### src/thd_pkg.sv
package thd_pkg;
  // Number of shift, latch and driver stages
  localparam int unsigned STAGES = 12;
  // Reset value of shift register and latch
  localparam logic [STAGES-1:0] CLEAR_VALUE = 12'h000;
  // Driven level of an open-drain output
  localparam logic SINK_LEVEL = 1'h0;
  // Strobe level at reset, idle high
  localparam logic STROBE_IDLE = 1'h1;
endpackage : thd_pkg

### src/thd_driver_stage.sv
`timescale 1ns/1ns
`default_nettype none
// Open-drain gating of the latched bits onto the driver pins
module thd_driver_stage (
  input  wire logic [thd_pkg::STAGES-1:0] held_i,     // Latched print bits
  input  wire logic                       en_low_n_i, // Active-low enable
  input  wire logic                       en_high_i,  // Active-high enable
  output logic      [thd_pkg::STAGES-1:0] pin_o,      // Pin output level
  output logic      [thd_pkg::STAGES-1:0] pin_oe_n_o  // Low while sinking
);
  ////////////////////////////////////////////////////////////////////////
  genvar g;
  generate
    for (g = 0; g < thd_pkg::STAGES; g++) begin : g_drv
      assign pin_o[g] = thd_pkg::SINK_LEVEL;
      assign pin_oe_n_o[g] = ~(held_i[g] & ~en_low_n_i & en_high_i);
    end
  endgenerate
endmodule : thd_driver_stage
`default_nettype wire

### src/thd_head_driver.sv
`timescale 1ns/1ns
`default_nettype none
// Serial-in, latched, open-drain thermal head driver
module thd_head_driver (
  input  wire logic                       CLOCK_I,                      // Shift clock domain
  input  wire logic                       RST_N_I,                      // Sync reset, active low
  input  wire logic                       SHIFT_EN_I,                   // Shift one bit this cycle
  input  wire logic                       SERIAL_I,                     // Serial print data
  input  wire logic                       LATCH_STROBE_I,               // Latch strobe
  input  wire logic                       OUTPUT_ENABLE_ACTIVE_LOW_N_I, // Enable, active low
  input  wire logic                       OUTPUT_ENABLE_ACTIVE_HIGH_I,  // Enable, active high
  output logic                            SERIAL_O,                     // Cascade output
  output logic      [thd_pkg::STAGES-1:0] HEAD_DRIVER_OUTPUT_O,         // Pin level
  output logic      [thd_pkg::STAGES-1:0] HEAD_DRIVER_OUTPUT_OE_N_O     // Low while sinking
);
  ////////////////////////////////////////////////////////////////////////
  // State
  logic [thd_pkg::STAGES-1:0] shift_r, shift_nxt;   // Shift register
  logic [thd_pkg::STAGES-1:0] hold_r, hold_nxt;     // Holding latch
  logic                       strobe_r, strobe_nxt; // Previous strobe level
  logic                       strobe_fall;          // Falling strobe edge

  ////////////////////////////////////////////////////////////////////////
  // Next-state logic
  always_comb begin
    // Edge detect against the last sampled strobe level
    strobe_fall = strobe_r & ~LATCH_STROBE_I;
    strobe_nxt  = LATCH_STROBE_I;
    if (SHIFT_EN_I) begin
      // New bit enters stage 0, last stage bit moves out
      shift_nxt = {shift_r[thd_pkg::STAGES-2:0], SERIAL_I};
    end else begin
      // No shift pulse, register rests
      shift_nxt = shift_r;
    end
    if (strobe_fall) begin
      // Pre-shift contents win over a same-edge shift
      hold_nxt = shift_r;
    end else begin
      // Latch keeps the line being printed
      hold_nxt = hold_r;
    end
  end

  // Registers
  always_ff @(posedge CLOCK_I) begin
    if (!RST_N_I) begin
      // Clear data, strobe history at its idle level
      shift_r  <= thd_pkg::CLEAR_VALUE;
      hold_r   <= thd_pkg::CLEAR_VALUE;
      strobe_r <= thd_pkg::STROBE_IDLE;
    end else begin
      // Take the next values
      shift_r  <= shift_nxt;
      hold_r   <= hold_nxt;
      strobe_r <= strobe_nxt;
    end
  end

  ////////////////////////////////////////////////////////////////////////
  // last stage out
  // Cascade pin reads the last stage flip-flop directly, no extra delay
  assign SERIAL_O = shift_r[thd_pkg::STAGES-1];

  // Output stage
  thd_driver_stage u_drv (
    .held_i     (hold_r),
    .en_low_n_i (OUTPUT_ENABLE_ACTIVE_LOW_N_I),
    .en_high_i  (OUTPUT_ENABLE_ACTIVE_HIGH_I),
    .pin_o      (HEAD_DRIVER_OUTPUT_O),
    .pin_oe_n_o (HEAD_DRIVER_OUTPUT_OE_N_O)
  );

  ////////////////////////////////////////////////////////////////////////
  // Checks
  // Every property samples on the shift clock; most sleep through reset

  ////////////////////////////////////////////////////////////////////////
  // Helper: run of back-to-back shifts
  // A full-word cascade window is too long to unroll as a repetition, so
  // the run of consecutive shift cycles is counted here instead. It stops
  // one short of a full register: with one more shift a whole word passed.
  localparam int unsigned RUN_W   = $clog2(thd_pkg::STAGES); // Counter width
  localparam int unsigned RUN_TOP = thd_pkg::STAGES - 1;     // Saturation point
  logic [RUN_W-1:0] run_r, run_nxt;                          // Consecutive shift count
  logic             run_full;                                // Run long enough for a word

  // Next run count: grow on shift, restart on a pause
  always_comb begin
    run_full = (run_r == RUN_W'(RUN_TOP));
    if (!SHIFT_EN_I) begin
      // A pause breaks the run
      run_nxt = RUN_W'(0);
    end else if (run_full) begin
      // Saturate, the window is already full
      run_nxt = run_r;
    end else begin
      // One more shift in the run
      run_nxt = run_r + RUN_W'(1);
    end
  end

  // Register the run count
  always_ff @(posedge CLOCK_I) begin
    if (!RST_N_I) begin
      // No shifts seen since reset
      run_r <= RUN_W'(0);
    end else begin
      // Take the next count
      run_r <= run_nxt;
    end
  end

  ////////////////////////////////////////////////////////////////////////
  // Shift register checks

  property p_shift_in;
    @(posedge CLOCK_I) disable iff (!RST_N_I)
      SHIFT_EN_I |=> shift_r[0] == $past(SERIAL_I);
  endproperty
  a_shift_in: assert property (p_shift_in) else $error("shift input lost");

  property p_shift_move;
    @(posedge CLOCK_I) disable iff (!RST_N_I)
      SHIFT_EN_I |=> shift_r[thd_pkg::STAGES-1:1] == $past(shift_r[thd_pkg::STAGES-2:0]);
  endproperty
  a_shift_move: assert property (p_shift_move) else $error("shift stages not moved");

  property p_shift_idle;
    @(posedge CLOCK_I) disable iff (!RST_N_I)
      !SHIFT_EN_I |=> $stable(shift_r);
  endproperty
  a_shift_idle: assert property (p_shift_idle) else $error("shift register moved idle");

  property p_reset_clear;
    @(posedge CLOCK_I)
      !RST_N_I |=> (shift_r == thd_pkg::CLEAR_VALUE) && (hold_r == thd_pkg::CLEAR_VALUE) && !SERIAL_O;
  endproperty
  a_reset_clear: assert property (p_reset_clear) else $error("reset left data");

  ////////////////////////////////////////////////////////////////////////
  // Cascade output checks

  property p_cascade;
    @(posedge CLOCK_I) disable iff (!RST_N_I)
      (SHIFT_EN_I && run_full) |=> SERIAL_O == $past(SERIAL_I, thd_pkg::STAGES);
  endproperty
  a_cascade: assert property (p_cascade) else $error("cascade out wrong");

  property p_cascade_next;
    @(posedge CLOCK_I) disable iff (!RST_N_I)
      SHIFT_EN_I |=> SERIAL_O == $past(shift_r[thd_pkg::STAGES-2]);
  endproperty
  a_cascade_next: assert property (p_cascade_next) else $error("cascade step wrong");

  property p_serial_idle;
    @(posedge CLOCK_I) disable iff (!RST_N_I)
      !SHIFT_EN_I |=> $stable(SERIAL_O);
  endproperty
  a_serial_idle: assert property (p_serial_idle) else $error("cascade moved idle");

  ////////////////////////////////////////////////////////////////////////
  // Latch checks

  property p_latch;
    @(posedge CLOCK_I) disable iff (!RST_N_I)
      $fell(LATCH_STROBE_I) |=> hold_r == $past(shift_r);
  endproperty
  a_latch: assert property (p_latch) else $error("latch not captured");

  property p_hold;
    @(posedge CLOCK_I) disable iff (!RST_N_I)
      !$fell(LATCH_STROBE_I) |=> $stable(hold_r);
  endproperty
  a_hold: assert property (p_hold) else $error("latch changed");

  ////////////////////////////////////////////////////////////////////////
  // Driver checks

  property p_low_off;
    @(posedge CLOCK_I) disable iff (!RST_N_I)
      OUTPUT_ENABLE_ACTIVE_LOW_N_I |-> &HEAD_DRIVER_OUTPUT_OE_N_O;
  endproperty
  a_low_off: assert property (p_low_off) else $error("driven while low enable off");

  property p_high_off;
    @(posedge CLOCK_I) disable iff (!RST_N_I)
      !OUTPUT_ENABLE_ACTIVE_HIGH_I |-> &HEAD_DRIVER_OUTPUT_OE_N_O;
  endproperty
  a_high_off: assert property (p_high_off) else $error("driven while high enable off");

  property p_sink_only;
    @(posedge CLOCK_I) disable iff (!RST_N_I)
      HEAD_DRIVER_OUTPUT_O == '0;
  endproperty
  a_sink_only: assert property (p_sink_only) else $error("driver pulled high");

  property p_pass;
    @(posedge CLOCK_I) disable iff (!RST_N_I)
      (!OUTPUT_ENABLE_ACTIVE_LOW_N_I && OUTPUT_ENABLE_ACTIVE_HIGH_I)
        |-> HEAD_DRIVER_OUTPUT_OE_N_O == ~hold_r;
  endproperty
  a_pass: assert property (p_pass) else $error("driver not following latch");

  property p_sink_needs_bit;
    @(posedge CLOCK_I) disable iff (!RST_N_I)
      (~HEAD_DRIVER_OUTPUT_OE_N_O & ~hold_r) == '0;
  endproperty
  a_sink_needs_bit: assert property (p_sink_needs_bit) else $error("sink on clear bit");

  property p_oe_reset;
    @(posedge CLOCK_I)
      !RST_N_I |=> &HEAD_DRIVER_OUTPUT_OE_N_O;
  endproperty
  a_oe_reset: assert property (p_oe_reset) else $error("driver sinking after reset");
endmodule : thd_head_driver
`default_nettype wire

### config.mk
export PLATFORM = sky130hd
export DESIGN_NAME = thd_head_driver
export DESIGN_NICKNAME = d
export VERILOG_FILES = /design/src/thd_pkg.sv /design/src/thd_driver_stage.sv /design/src/thd_head_driver.sv
export SDC_FILE = /design/constraint.sdc
export NUM_CORES = 1
export LEC_CHECK = 0
export BUFFER_PORTS_ARGS = -buffer_cell sky130_fd_sc_hd__buf_2
export CELL_PAD_IN_SITES_DETAIL_PLACEMENT = 1
export CELL_PAD_IN_SITES_GLOBAL_PLACEMENT = 1
export CORE_UTILIZATION = 25
export CTS_BUF_LIST = sky130_fd_sc_hd__clkbuf_4 sky130_fd_sc_hd__clkbuf_8
export CTS_CLUSTER_DIAMETER = 100
export DETAILED_ROUTE_END_ITERATION = 6
export PLACE_DENSITY = 0.57
export SLEW_MARGIN = 40
export SYNTH_ARGS = -nofsm -noshare
export SYNTH_HDL_FRONTEND = slang
export SYNTH_HIERARCHICAL = 1
export SYNTH_SLANG_ARGS = --single-unit
export TNS_END_PERCENT = 1
### constraint.sdc
create_clock -name CLOCK_I -period 0.9 [get_ports CLOCK_I]
set_input_delay 0.045 -clock CLOCK_I [delete_from_list [all_inputs] [get_ports CLOCK_I]]
set_output_delay 0.045 -clock CLOCK_I [all_outputs]
set_load 0.03 [all_outputs]
[Word-level counts from Yosys, hierarchy flattened]
Cells that the tools add are included.
Cells by class
  bitwise operators: 39
Operators by type and width (count)
  AND 1 bit: 25
  inverter 1 bit: 14
Storage, ports and cells
  flip-flop bits (word level): 25

[Logic depth before layout (Yosys ltp)]
Gate-level depths: netlist (run 1).
  depth after elaboration: 4
  gate-level depth with buffers: 4

[Hierarchy]
The synthesis (run 1) kept the hierarchy.
Modules (own cells, without submodules)
  thd_head_driver: cells each 93, seq. area each 500.5 um2, area each 974.7 um2, instances 1
  thd_driver_stage: cells each 27, seq. area each 0.0 um2, area each 196.4 um2, instances 1

[Worst setup path before layout (run 1)]
No wires, ideal clock.
  kind: reg-to-reg
  start point: register strobe_r
  end point: register hold_r[10] in the netlist's numbering
  path buffers: 1
  stages on the path, launching flop included: 4
  period minus slack after synthesis: 856 ps
  path slack: 44 ps
  arrival: 785 ps
  required time: 828 ps
  cell sequence: dfxtp_1 nor2b_4 buf_6 mux2i_1
Between the ends
  longest elaborated chain between the ends: 1
RTL lines
  from (decl): line thd_head_driver.sv:20  | logic strobe_r, strobe_nxt;
  from (signal assigned): line thd_head_driver.sv:51  | strobe_r <= thd_pkg::STROBE_IDLE;
  from (signal assigned): line thd_head_driver.sv:56  | strobe_r <= strobe_nxt;
  AND 1 bit: line thd_head_driver.sv:27  | strobe_fall = strobe_r & ~LATCH_STROBE_I;
  to (signal assigned): line thd_head_driver.sv:50  | hold_r <= thd_pkg::CLEAR_VALUE;
  to (signal assigned): line thd_head_driver.sv:55  | hold_r <= hold_nxt;
  to (decl): line thd_head_driver.sv:19  | logic [thd_pkg::STAGES-1:0] hold_r, hold_nxt;
Every way passes these cells.
A chain may end at the register's enable or synchronous reset.

[Final worst setup path (run 1)]
  start point: register strobe_r
  end point: register hold_r[8] in the netlist's numbering
The elaborated chain is that of the path after synthesis.

==> results_dict.tcl, run 1 <==
set metrics [dict create \
    cp_max_fo 12 \
    clock.fmax_mhz 1110 \
    whs_path_depth 2 \
    antenna_found_initial 0 \
    yosysWarnings 6 \
    fin_crit_ns 0.903 \
    syn_to_final_growth_pct 19.7 \
    cts_max_level 1 \
    dp_worst_setup_slack_ns 0.0232 \
    slew_viol_final 0 \
    cap_violations 0 \
    final_cells 188 \
    tns_ns -0.00346 \
    gp_congestion 0.663 \
    antenna_left 0 \
    row_count 24 \
    irDropWorstVdd_v 0.000452 \
    grt_usage_pct 8.88 \
    ioPinCount 32 \
    vias 791 \
    wire_per_inst_um 11.2 \
    clkTransAtPathRegs_ns 0.08 \
    cts_tree "yes" \
    cts_hold_buf 0 \
    required_ns 1.09 \
    port_buffers 19 \
    violations "negative setup slack" \
    die_y_um 70.4 \
    grt_max_degree 28 \
    worstReg2RegEnd "hold_r[8]" \
    clock_sink_count 25 \
    p_per_area_nw_per_um2 1440 \
    viasPerCell 4.21 \
    yosysSeqAreaShare_pct 42.7 \
    hp-start "LATCH_STROBE_I" \
    hold_class "input pin to register" \
    ctsRootBufferMaster "clkbuf_8" \
    status "finished, violations left" \
    drive_above_1_share_pct 27.9 \
    synth_seq_cells 25 \
    hold_end "strobe_r" \
    power_leakage_nw 0.557 \
    overflow 0 \
    finalCritPeriodShare_pct 100 \
    rrSetupSlack_ns -0.003 \
    ff2ff_path_depth 3 \
    antenna_cells 0 \
    dp_cells 184 \
    grt_first_pass_wirelength_um 3440 \
    ys_types 12 \
    cts_made_buffers 3 \
    clock_path_buffers 2 \
    r2r_start "strobe_r" \
    dr.pass1.iters 3 \
    drtIter0Drc 22 \
    rsz0062_at_grt "yes" \
    syn_inst 120 \
    layout_commonest_cell "nand2_1" \
    hold_viol 0 \
    drc 0 \
    die_w_um 70.4 \
    path_class "register to register" \
    insertion_delay_ns 0.26 \
    die-area_um2 4960 \
    synth_area_um2 1170 \
    setup_slack_ns -0.00346 \
    synth.avg_cell_area_um2 9.76 \
    dp.final_hpwl_um 1500 \
    fillerInstances 497 \
    setup_viol 1 \
    grt_pass1_vias 781 \
    critPathCaptureType "register" \
    core_um2 4410 \
    worstPathArrival_ns 1.09 \
    clock_skew_ns 0.00434 \
    wl_um 2110 \
    initial_utilization_pct 26.5 \
    startpoint_type "register" \
    nNetsFinal 144 \
    mostFrequentLayoutCells "nand2_1, mux2i_1, dfxtp_1" \
]
-- power by group --
part | switching (mW) | leakage (nW) | total, mW | internal, mW
sequential | 0.00626 | 0.207 | 1.12 | 1.12
clock | 0.323 | 0.0262 | 0.669 | 0.346
combinational | 0.147 | 0.324 | 0.225 | 0.0780
total | 0.477 | 0.557 | 2.02 | 1.54
-- critical path, cell delays in order, from the launching register on --
cell and delay, ns:
dfxtp_2 0.32, nor2b_4 0.14, buf_12 0.16, mux2i_2 0.20
-- per-stage QoR --
step	util (%)	hold slack [ns]	total power [mW]	instance area [um^2]
3_5_place_dp	28.6	0.287	1.37	1260
2_1_floorplan	-	0.146	1.37	1210
3_3_place_gp	28.6	0.279	1.37	1260
6_report	31.7	0.0139	2.02	1400
5_1_grt	31.7	0.0138	2.12	1400
4_1_cts	31.0	0.00579	2.06	1370
-- routing by layer --
layer,up-vias,global-route usage [%],share of wire (%)
met1,374,10.3,49
met2,19,14.9,46
met3,2,0.866,3.2
met4,0,6.67,1.9
li1,396,-,-
met5,-,0,0
-- cells by family (layout without fill, tap and decap cells) --
kind of cell,after synthesis,after routing,share of synthesized area [%]
DFF,25,25,42.7
buffers and inverters,20,25,12.9
muxes,24,24,20.5
other,1,12,0.320
and+or+nand+nor,50,50,23.5
-- cells in the mapped netlist (all sizes together) --
| master | instances | area share (%) |
|---|---|---|
| nor2b | 13 | 7.6 |
| dfxtp | 25 | 43 |
| buf | 19 | 13 |
| nand2b | 1 | 0.53 |
| nand3b | 12 | 7.7 |
| nand2 | 24 | 7.7 |
| conb | 1 | 0.32 |
| clkbuf | 1 | 0.32 |
| mux2i | 24 | 21 |
-- sequential cells by signal, summed over array words and instances, names as in the netlist --
name	flops
hold_r	12
shift_r	12
strobe_r	1
-- final cells by class --
cell class / count / area [um^2] / area share (%)
multi-input cells: 86 / 564 / 40.3
well taps: 52 / 65.1 / 4.64
clock buffers: 4 / 48.8 / 3.48
repair buffers: 21 / 209 / 14.9
flip-flops and latches: 25 / 514 / 36.7
-- worst max path at each step --
stage | startpoint | end | cells after the start
6_report | strobe_r | hold_r[8] | 3
5_1_grt | strobe_r | hold_r[0] | 3
4_1_cts | hold_r[4] | HEAD_DRIVER_OUTPUT_OE_N_O[4] | 2
3_5_place_dp | strobe_r | hold_r[0] | 3
3_3_place_gp | strobe_r | hold_r[9] | 3
2_1_floorplan | strobe_r | hold_r[10] | 3
-- what timing repair did --
action | in CTS | in global routing
gates resized for setup | 24 | 13
setup endpoints to repair | 13 | 25
setup buffers | 0 | 0
cloned | 0 | 0
Note: power is estimated with default switching activity, not from simulation.
==> run 2: changes to the inputs <==
--- a/config.mk
+++ b/config.mk
@@ -6,13 +6,10 @@
 export NUM_CORES = 1
 export LEC_CHECK = 0
 export BUFFER_PORTS_ARGS = -buffer_cell sky130_fd_sc_hd__buf_2
-export CELL_PAD_IN_SITES_DETAIL_PLACEMENT = 1
-export CELL_PAD_IN_SITES_GLOBAL_PLACEMENT = 1
 export CORE_UTILIZATION = 25
 export CTS_BUF_LIST = sky130_fd_sc_hd__clkbuf_4 sky130_fd_sc_hd__clkbuf_8
 export CTS_CLUSTER_DIAMETER = 100
 export DETAILED_ROUTE_END_ITERATION = 6
-export PLACE_DENSITY = 0.57
 export SLEW_MARGIN = 40
 export SYNTH_ARGS = -nofsm -noshare
 export SYNTH_HDL_FRONTEND = slang
==> results_dict.tcl, run 2 (synthesized netlist as in run 1, its figures left out) <==
set metrics [dict create \
    worstPathArrival_ns 1.08 \
    rsz0062_at_grt "yes" \
    cts_hold_buf 0 \
    tns_ns 0 \
    path_cells "nor2b_4 > buf_12 > mux2i_2" \
    layout_commonest_cell "nand2_1" \
    critPathCaptureType "register" \
    overflow 0 \
    cts_made_buffers 3 \
    cts_max_level 1 \
    critPathTopFamily "flip-flops" \
    grt_first_pass_wirelength_um 2940 \
    hold_end "strobe_r" \
    p_per_area_nw_per_um2 1420 \
    drive_above_1_share_pct 28.7 \
    hold_class "input pin to register" \
    worstReg2RegEnd "hold_r[8]" \
    port_buffers 19 \
    fin_area_um2 1400 \
    postCtsSetupRepairBufs 0 \
    ff2ff_path_depth 3 \
    drtIter0Drc 52 \
    antenna_cells 0 \
    startpoint_type "register" \
    timing.hold.ws_ns 0.0211 \
    clock_path_buffers 2 \
    setup_viol 0 \
    drc 0 \
    r2r_start "strobe_r" \
    irDropWorstVdd_v 0.000484 \
    antenna_left 0 \
    use_met3_pct 0.722 \
    setup_slack_ns 0.00585 \
    status "completed" \
    nNetsFinal 144 \
    dp_cells 184 \
    row_count 24 \
    path_class "register to register" \
    slowest_delay_ns 0.32 \
    die-area_um2 4960 \
    grt_max_degree 28 \
    top_regs "hold_r x12, shift_r x12, strobe_r x1" \
    hp-start "LATCH_STROBE_I" \
    clock_skew_ns 0.00297 \
    cp_max_fo 12 \
    rrSetupSlack_ns 0.006 \
    ctsRootBufferMaster "clkbuf_8" \
    gp_congestion 0.709 \
    viasPerCell 3.96 \
    clock.fmax_mhz 1120 \
    worstPathBufferInverterCount 1 \
    vias 744 \
    top_usage_layer "met2" \
    cap_violations 0 \
    cts_tree "yes" \
    syn_to_final_growth_pct 19.3 \
    die_w_um 70.4 \
    final_cells 188 \
    post_dp_cell_area_um2 1260 \
    grt_pass1_vias 691 \
    grt_usage_pct 7.11 \
    mostFrequentLayoutCells "nand2_1, mux2i_1, dfxtp_1" \
    clkTransAtPathRegs_ns 0.08 \
    antenna_found_initial 0 \
    ioPinCount 32 \
    use_met1_pct 9.13 \
    dp.final_hpwl_um 1320 \
    initial_utilization_pct 26.5 \
    dp_worst_setup_slack_ns 0.0358 \
    clock_sink_count 25 \
    dr.pass1.iters 4 \
    slew_viol_final 0 \
    gr-usage-met2_pct 11.5 \
    power_leakage_nw 0.555 \
    hold_viol 0 \
    required_ns 1.09 \
    insertion_delay_ns 0.26 \
    whs_path_depth 2 \
    fin_crit_ns 0.894 \
    wl_um 1770 \
    finalCritPeriodShare_pct 99.3 \
    wire_per_inst_um 9.40 \
    finalCoreUtilization_pct 31.7 \
    die_y_um 70.4 \
    core_um2 4410 \
    cp_slowest_cell "dfxtp_2" \
    p_total_mw 1.98 \
]
run 2: changes by cell type in the layout (fill, tap and decap cells not counted), sizes merged:
cell / previous run / this run
clkbuf: 4 / 3
clkinv: 0 / 1
run 2: cell type report:
cell class              instances  area (um^2)
clock buffers                   3         41.3
multi-input cells              86          564
fillers                       470         3020
repair buffers                 21          206
clock inverters                 1         5.00
well taps                      52         65.1
flip-flops and latches         25          515
run 2: how the worst max path moves through the flow:
stage | cells past startpoint | start | end | slack, ns
floorplan | 3 | strobe_r | hold_r[10] | 0.04
global placement | 3 | strobe_r | hold_r[9] | 0.06
detailed placement | 3 | strobe_r | hold_r[8] | 0.04
CTS | 2 | hold_r[2] | HEAD_DRIVER_OUTPUT_OE_N_O[2] | -0.008
global route | 2 | hold_r[1] | HEAD_DRIVER_OUTPUT_OE_N_O[1] | -0.04
finish | 3 | strobe_r | hold_r[8] | 0.006
run 2: per-layer routing:
layer  wire [um]  share of wire, %
met5           0                 0
met1         872                49
met3          65               3.7
met4          24               1.4
met2         804                46
run 2: timing repair:
item | in CTS | in global routing
resized for setup | 18 | 19
endpoints found under the setup margin | 11 | 23
endpoints found under the hold margin | 0 | 0
pin swaps | 0 | 0
run 2: worst register-to-register path: stages (launching register included):
cell and delay [ns]:
dfxtp_2 0.32, nor2b_4 0.14, buf_12 0.16, mux2i_2 0.21
run 2: where the power goes:
part           leakage [nW]  total [mW]  switching, mW  internal (mW)
clock                0.0255       0.641          0.332          0.309
sequential            0.207        1.12        0.00593           1.12
combinational         0.322       0.220          0.142         0.0780
total                 0.555        1.98          0.480           1.50
==> run 3: changes to the inputs <==
--- a/config.mk
+++ b/config.mk
@@ -6,10 +6,10 @@
 export NUM_CORES = 1
 export LEC_CHECK = 0
 export BUFFER_PORTS_ARGS = -buffer_cell sky130_fd_sc_hd__buf_2
-export CORE_UTILIZATION = 25
-export CTS_BUF_LIST = sky130_fd_sc_hd__clkbuf_4 sky130_fd_sc_hd__clkbuf_8
+export CORE_UTILIZATION = 45
 export CTS_CLUSTER_DIAMETER = 100
 export DETAILED_ROUTE_END_ITERATION = 6
+export PLACE_DENSITY = 0.7
 export SLEW_MARGIN = 40
 export SYNTH_ARGS = -nofsm -noshare
 export SYNTH_HDL_FRONTEND = slang
==> constraint.sdc (replaced) <==
create_clock -name CLOCK_I -period 1.1 [get_ports CLOCK_I]
set_input_delay 0.055 -clock CLOCK_I [delete_from_list [all_inputs] [get_ports CLOCK_I]]
set_output_delay 0.055 -clock CLOCK_I [all_outputs]
set_load 0.03 [all_outputs]
==> results_dict.tcl, run 3 (synthesized netlist as in run 1, its figures left out) <==
set metrics [dict create \
    grt_max_degree 25 \
    cp_slowest_cell "dlygate4sd3_1" \
    rrSetupSlack_ns 0.21 \
    whs_path_depth 2 \
    viasPerCell 4.60 \
    die_y_um 53.0 \
    port_buffers 19 \
    startpoint_type "input pin" \
    antenna_left 0 \
    die_w_um 53.0 \
    cp_max_fo 12 \
    fin_crit_ns 0.979 \
    drive_above_1_share_pct 18.1 \
    wire_per_inst_um 10.4 \
    cts_hold_buf 2 \
    hp-start "RST_N_I" \
    grt_usage_pct 13.3 \
    status "completed" \
    syn_to_final_growth_pct 9.30 \
    dr.pass1.iters 4 \
    ff2ff_path_depth 3 \
    antenna_found_initial 0 \
    hold_end "strobe_r" \
    slew_viol_final 0 \
    dp.final_hpwl_um 1230 \
    mostFrequentLayoutCells "dfxtp_1, mux2i_1, nand2_1" \
    tns_ns 0 \
    critPathTopFamily "buffers and inverters" \
    top_regs "hold_r x12, shift_r x12, strobe_r x1" \
    critPathCaptureType "register" \
    clock_skew_ns 0.00437 \
    ioPinCount 32 \
    grt_pass1_vias 604 \
    clock_path_buffers 2 \
    hold_class "input pin to register" \
    die-area_um2 2810 \
    rsz0062_at_grt "no" \
    gp_congestion 0.779 \
    finalCoreUtilization_pct 51.7 \
    irDropWorstVdd_v 0.000541 \
    clock_sink_count 25 \
    p_per_area_nw_per_um2 1170 \
    timing.hold.ws_ns 0.0386 \
    nNetsFinal 146 \
    row_count 18 \
    worstPathBufferInverterCount 3 \
    power_leakage_nw 0.508 \
    ctsRootBufferMaster "clkbuf_4" \
    clock.fmax_mhz 1020 \
    worstReg2RegEnd "hold_r[7]" \
    layout_commonest_cell "dfxtp_1" \
    r2r_start "strobe_r" \
    required_ns 1.34 \
    path_class "input pin to register" \
    cts_resized 0 \
    drtIter0Drc 8 \
    hold_viol 0 \
    vias 772 \
    grt_first_pass_wirelength_um 2650 \
    slowest_delay_ns 0.55 \
    cts_tree "yes" \
    wl_um 1750 \
    cap_violations 0 \
    insertion_delay_ns 0.30 \
    antenna_cells 0 \
    path_cells "dlygate4sd3_1 > buf_2 > nor2b_4 > buf_12 > mux2i_1" \
    overflow 0 \
    setup_viol 0 \
    core_um2 2480 \
    initial_utilization_pct 47.3 \
    drc 0 \
    cts_made_buffers 3 \
    clkTransAtPathRegs_ns 0.13 \
    finalCritPeriodShare_pct 89.0 \
    postCtsSetupRepairBufs 0 \
    fillerInstances 220 \
    cts_max_level 1 \
    worstPathArrival_ns 1.22 \
]
run 3: per-layer routing:
layer | global-route usage, % | wire length [um]
met5 | 0 | 0
met4 | 7.89 | 21
met3 | 1.72 | 61
met2 | 21.3 | 817
met1 | 16.8 | 845
run 3: report_power, final:
group	internal (mW)	total [mW]	switching (mW)	leakage (nW)
clock	0.141	0.390	0.248	0.0150
combinational	0.0674	0.185	0.118	0.292
sequential	0.914	0.919	0.00484	0.202
run 3: worst max-delay path by stage:
stage	startpoint	endpoint	depth (start not counted)
2_1_floorplan	strobe_r	hold_r[10]	3
3_3_place_gp	strobe_r	hold_r[7]	3
3_5_place_dp	strobe_r	hold_r[7]	3
4_1_cts	hold_r[7]	HEAD_DRIVER_OUTPUT_OE_N_O[7]	2
5_1_grt	hold_r[8]	HEAD_DRIVER_OUTPUT_OE_N_O[8]	2
6_report	LATCH_STROBE_I	hold_r[7]	5
run 3: area by class of cell:
| cell class | instances | area, um^2 | share of cell area, % |
|---|---|---|---|
| multi-input combinational | 86 | 561 | 43.8 |
| clock buffer | 4 | 26.3 | 2.05 |
| timing repair buffer | 23 | 155 | 12.1 |
| sequential | 25 | 500 | 39.1 |
| tap | 30 | 37.5 | 2.93 |
run 3: stage by stage:
stage / instance area, um^2 / instances / power, mW / setup slack [ns]
after global placement: 1230 / 162 / 1.12 / 0.265
after floorplan: 1210 / 131 / 1.12 / 0.244
final: 1280 / 168 / 1.49 / 0.121
after detailed placement: 1230 / 162 / 1.12 / 0.221
after CTS: 1280 / 168 / 1.51 / 0.104
after global routing: 1280 / 168 / 1.58 / 0.0366
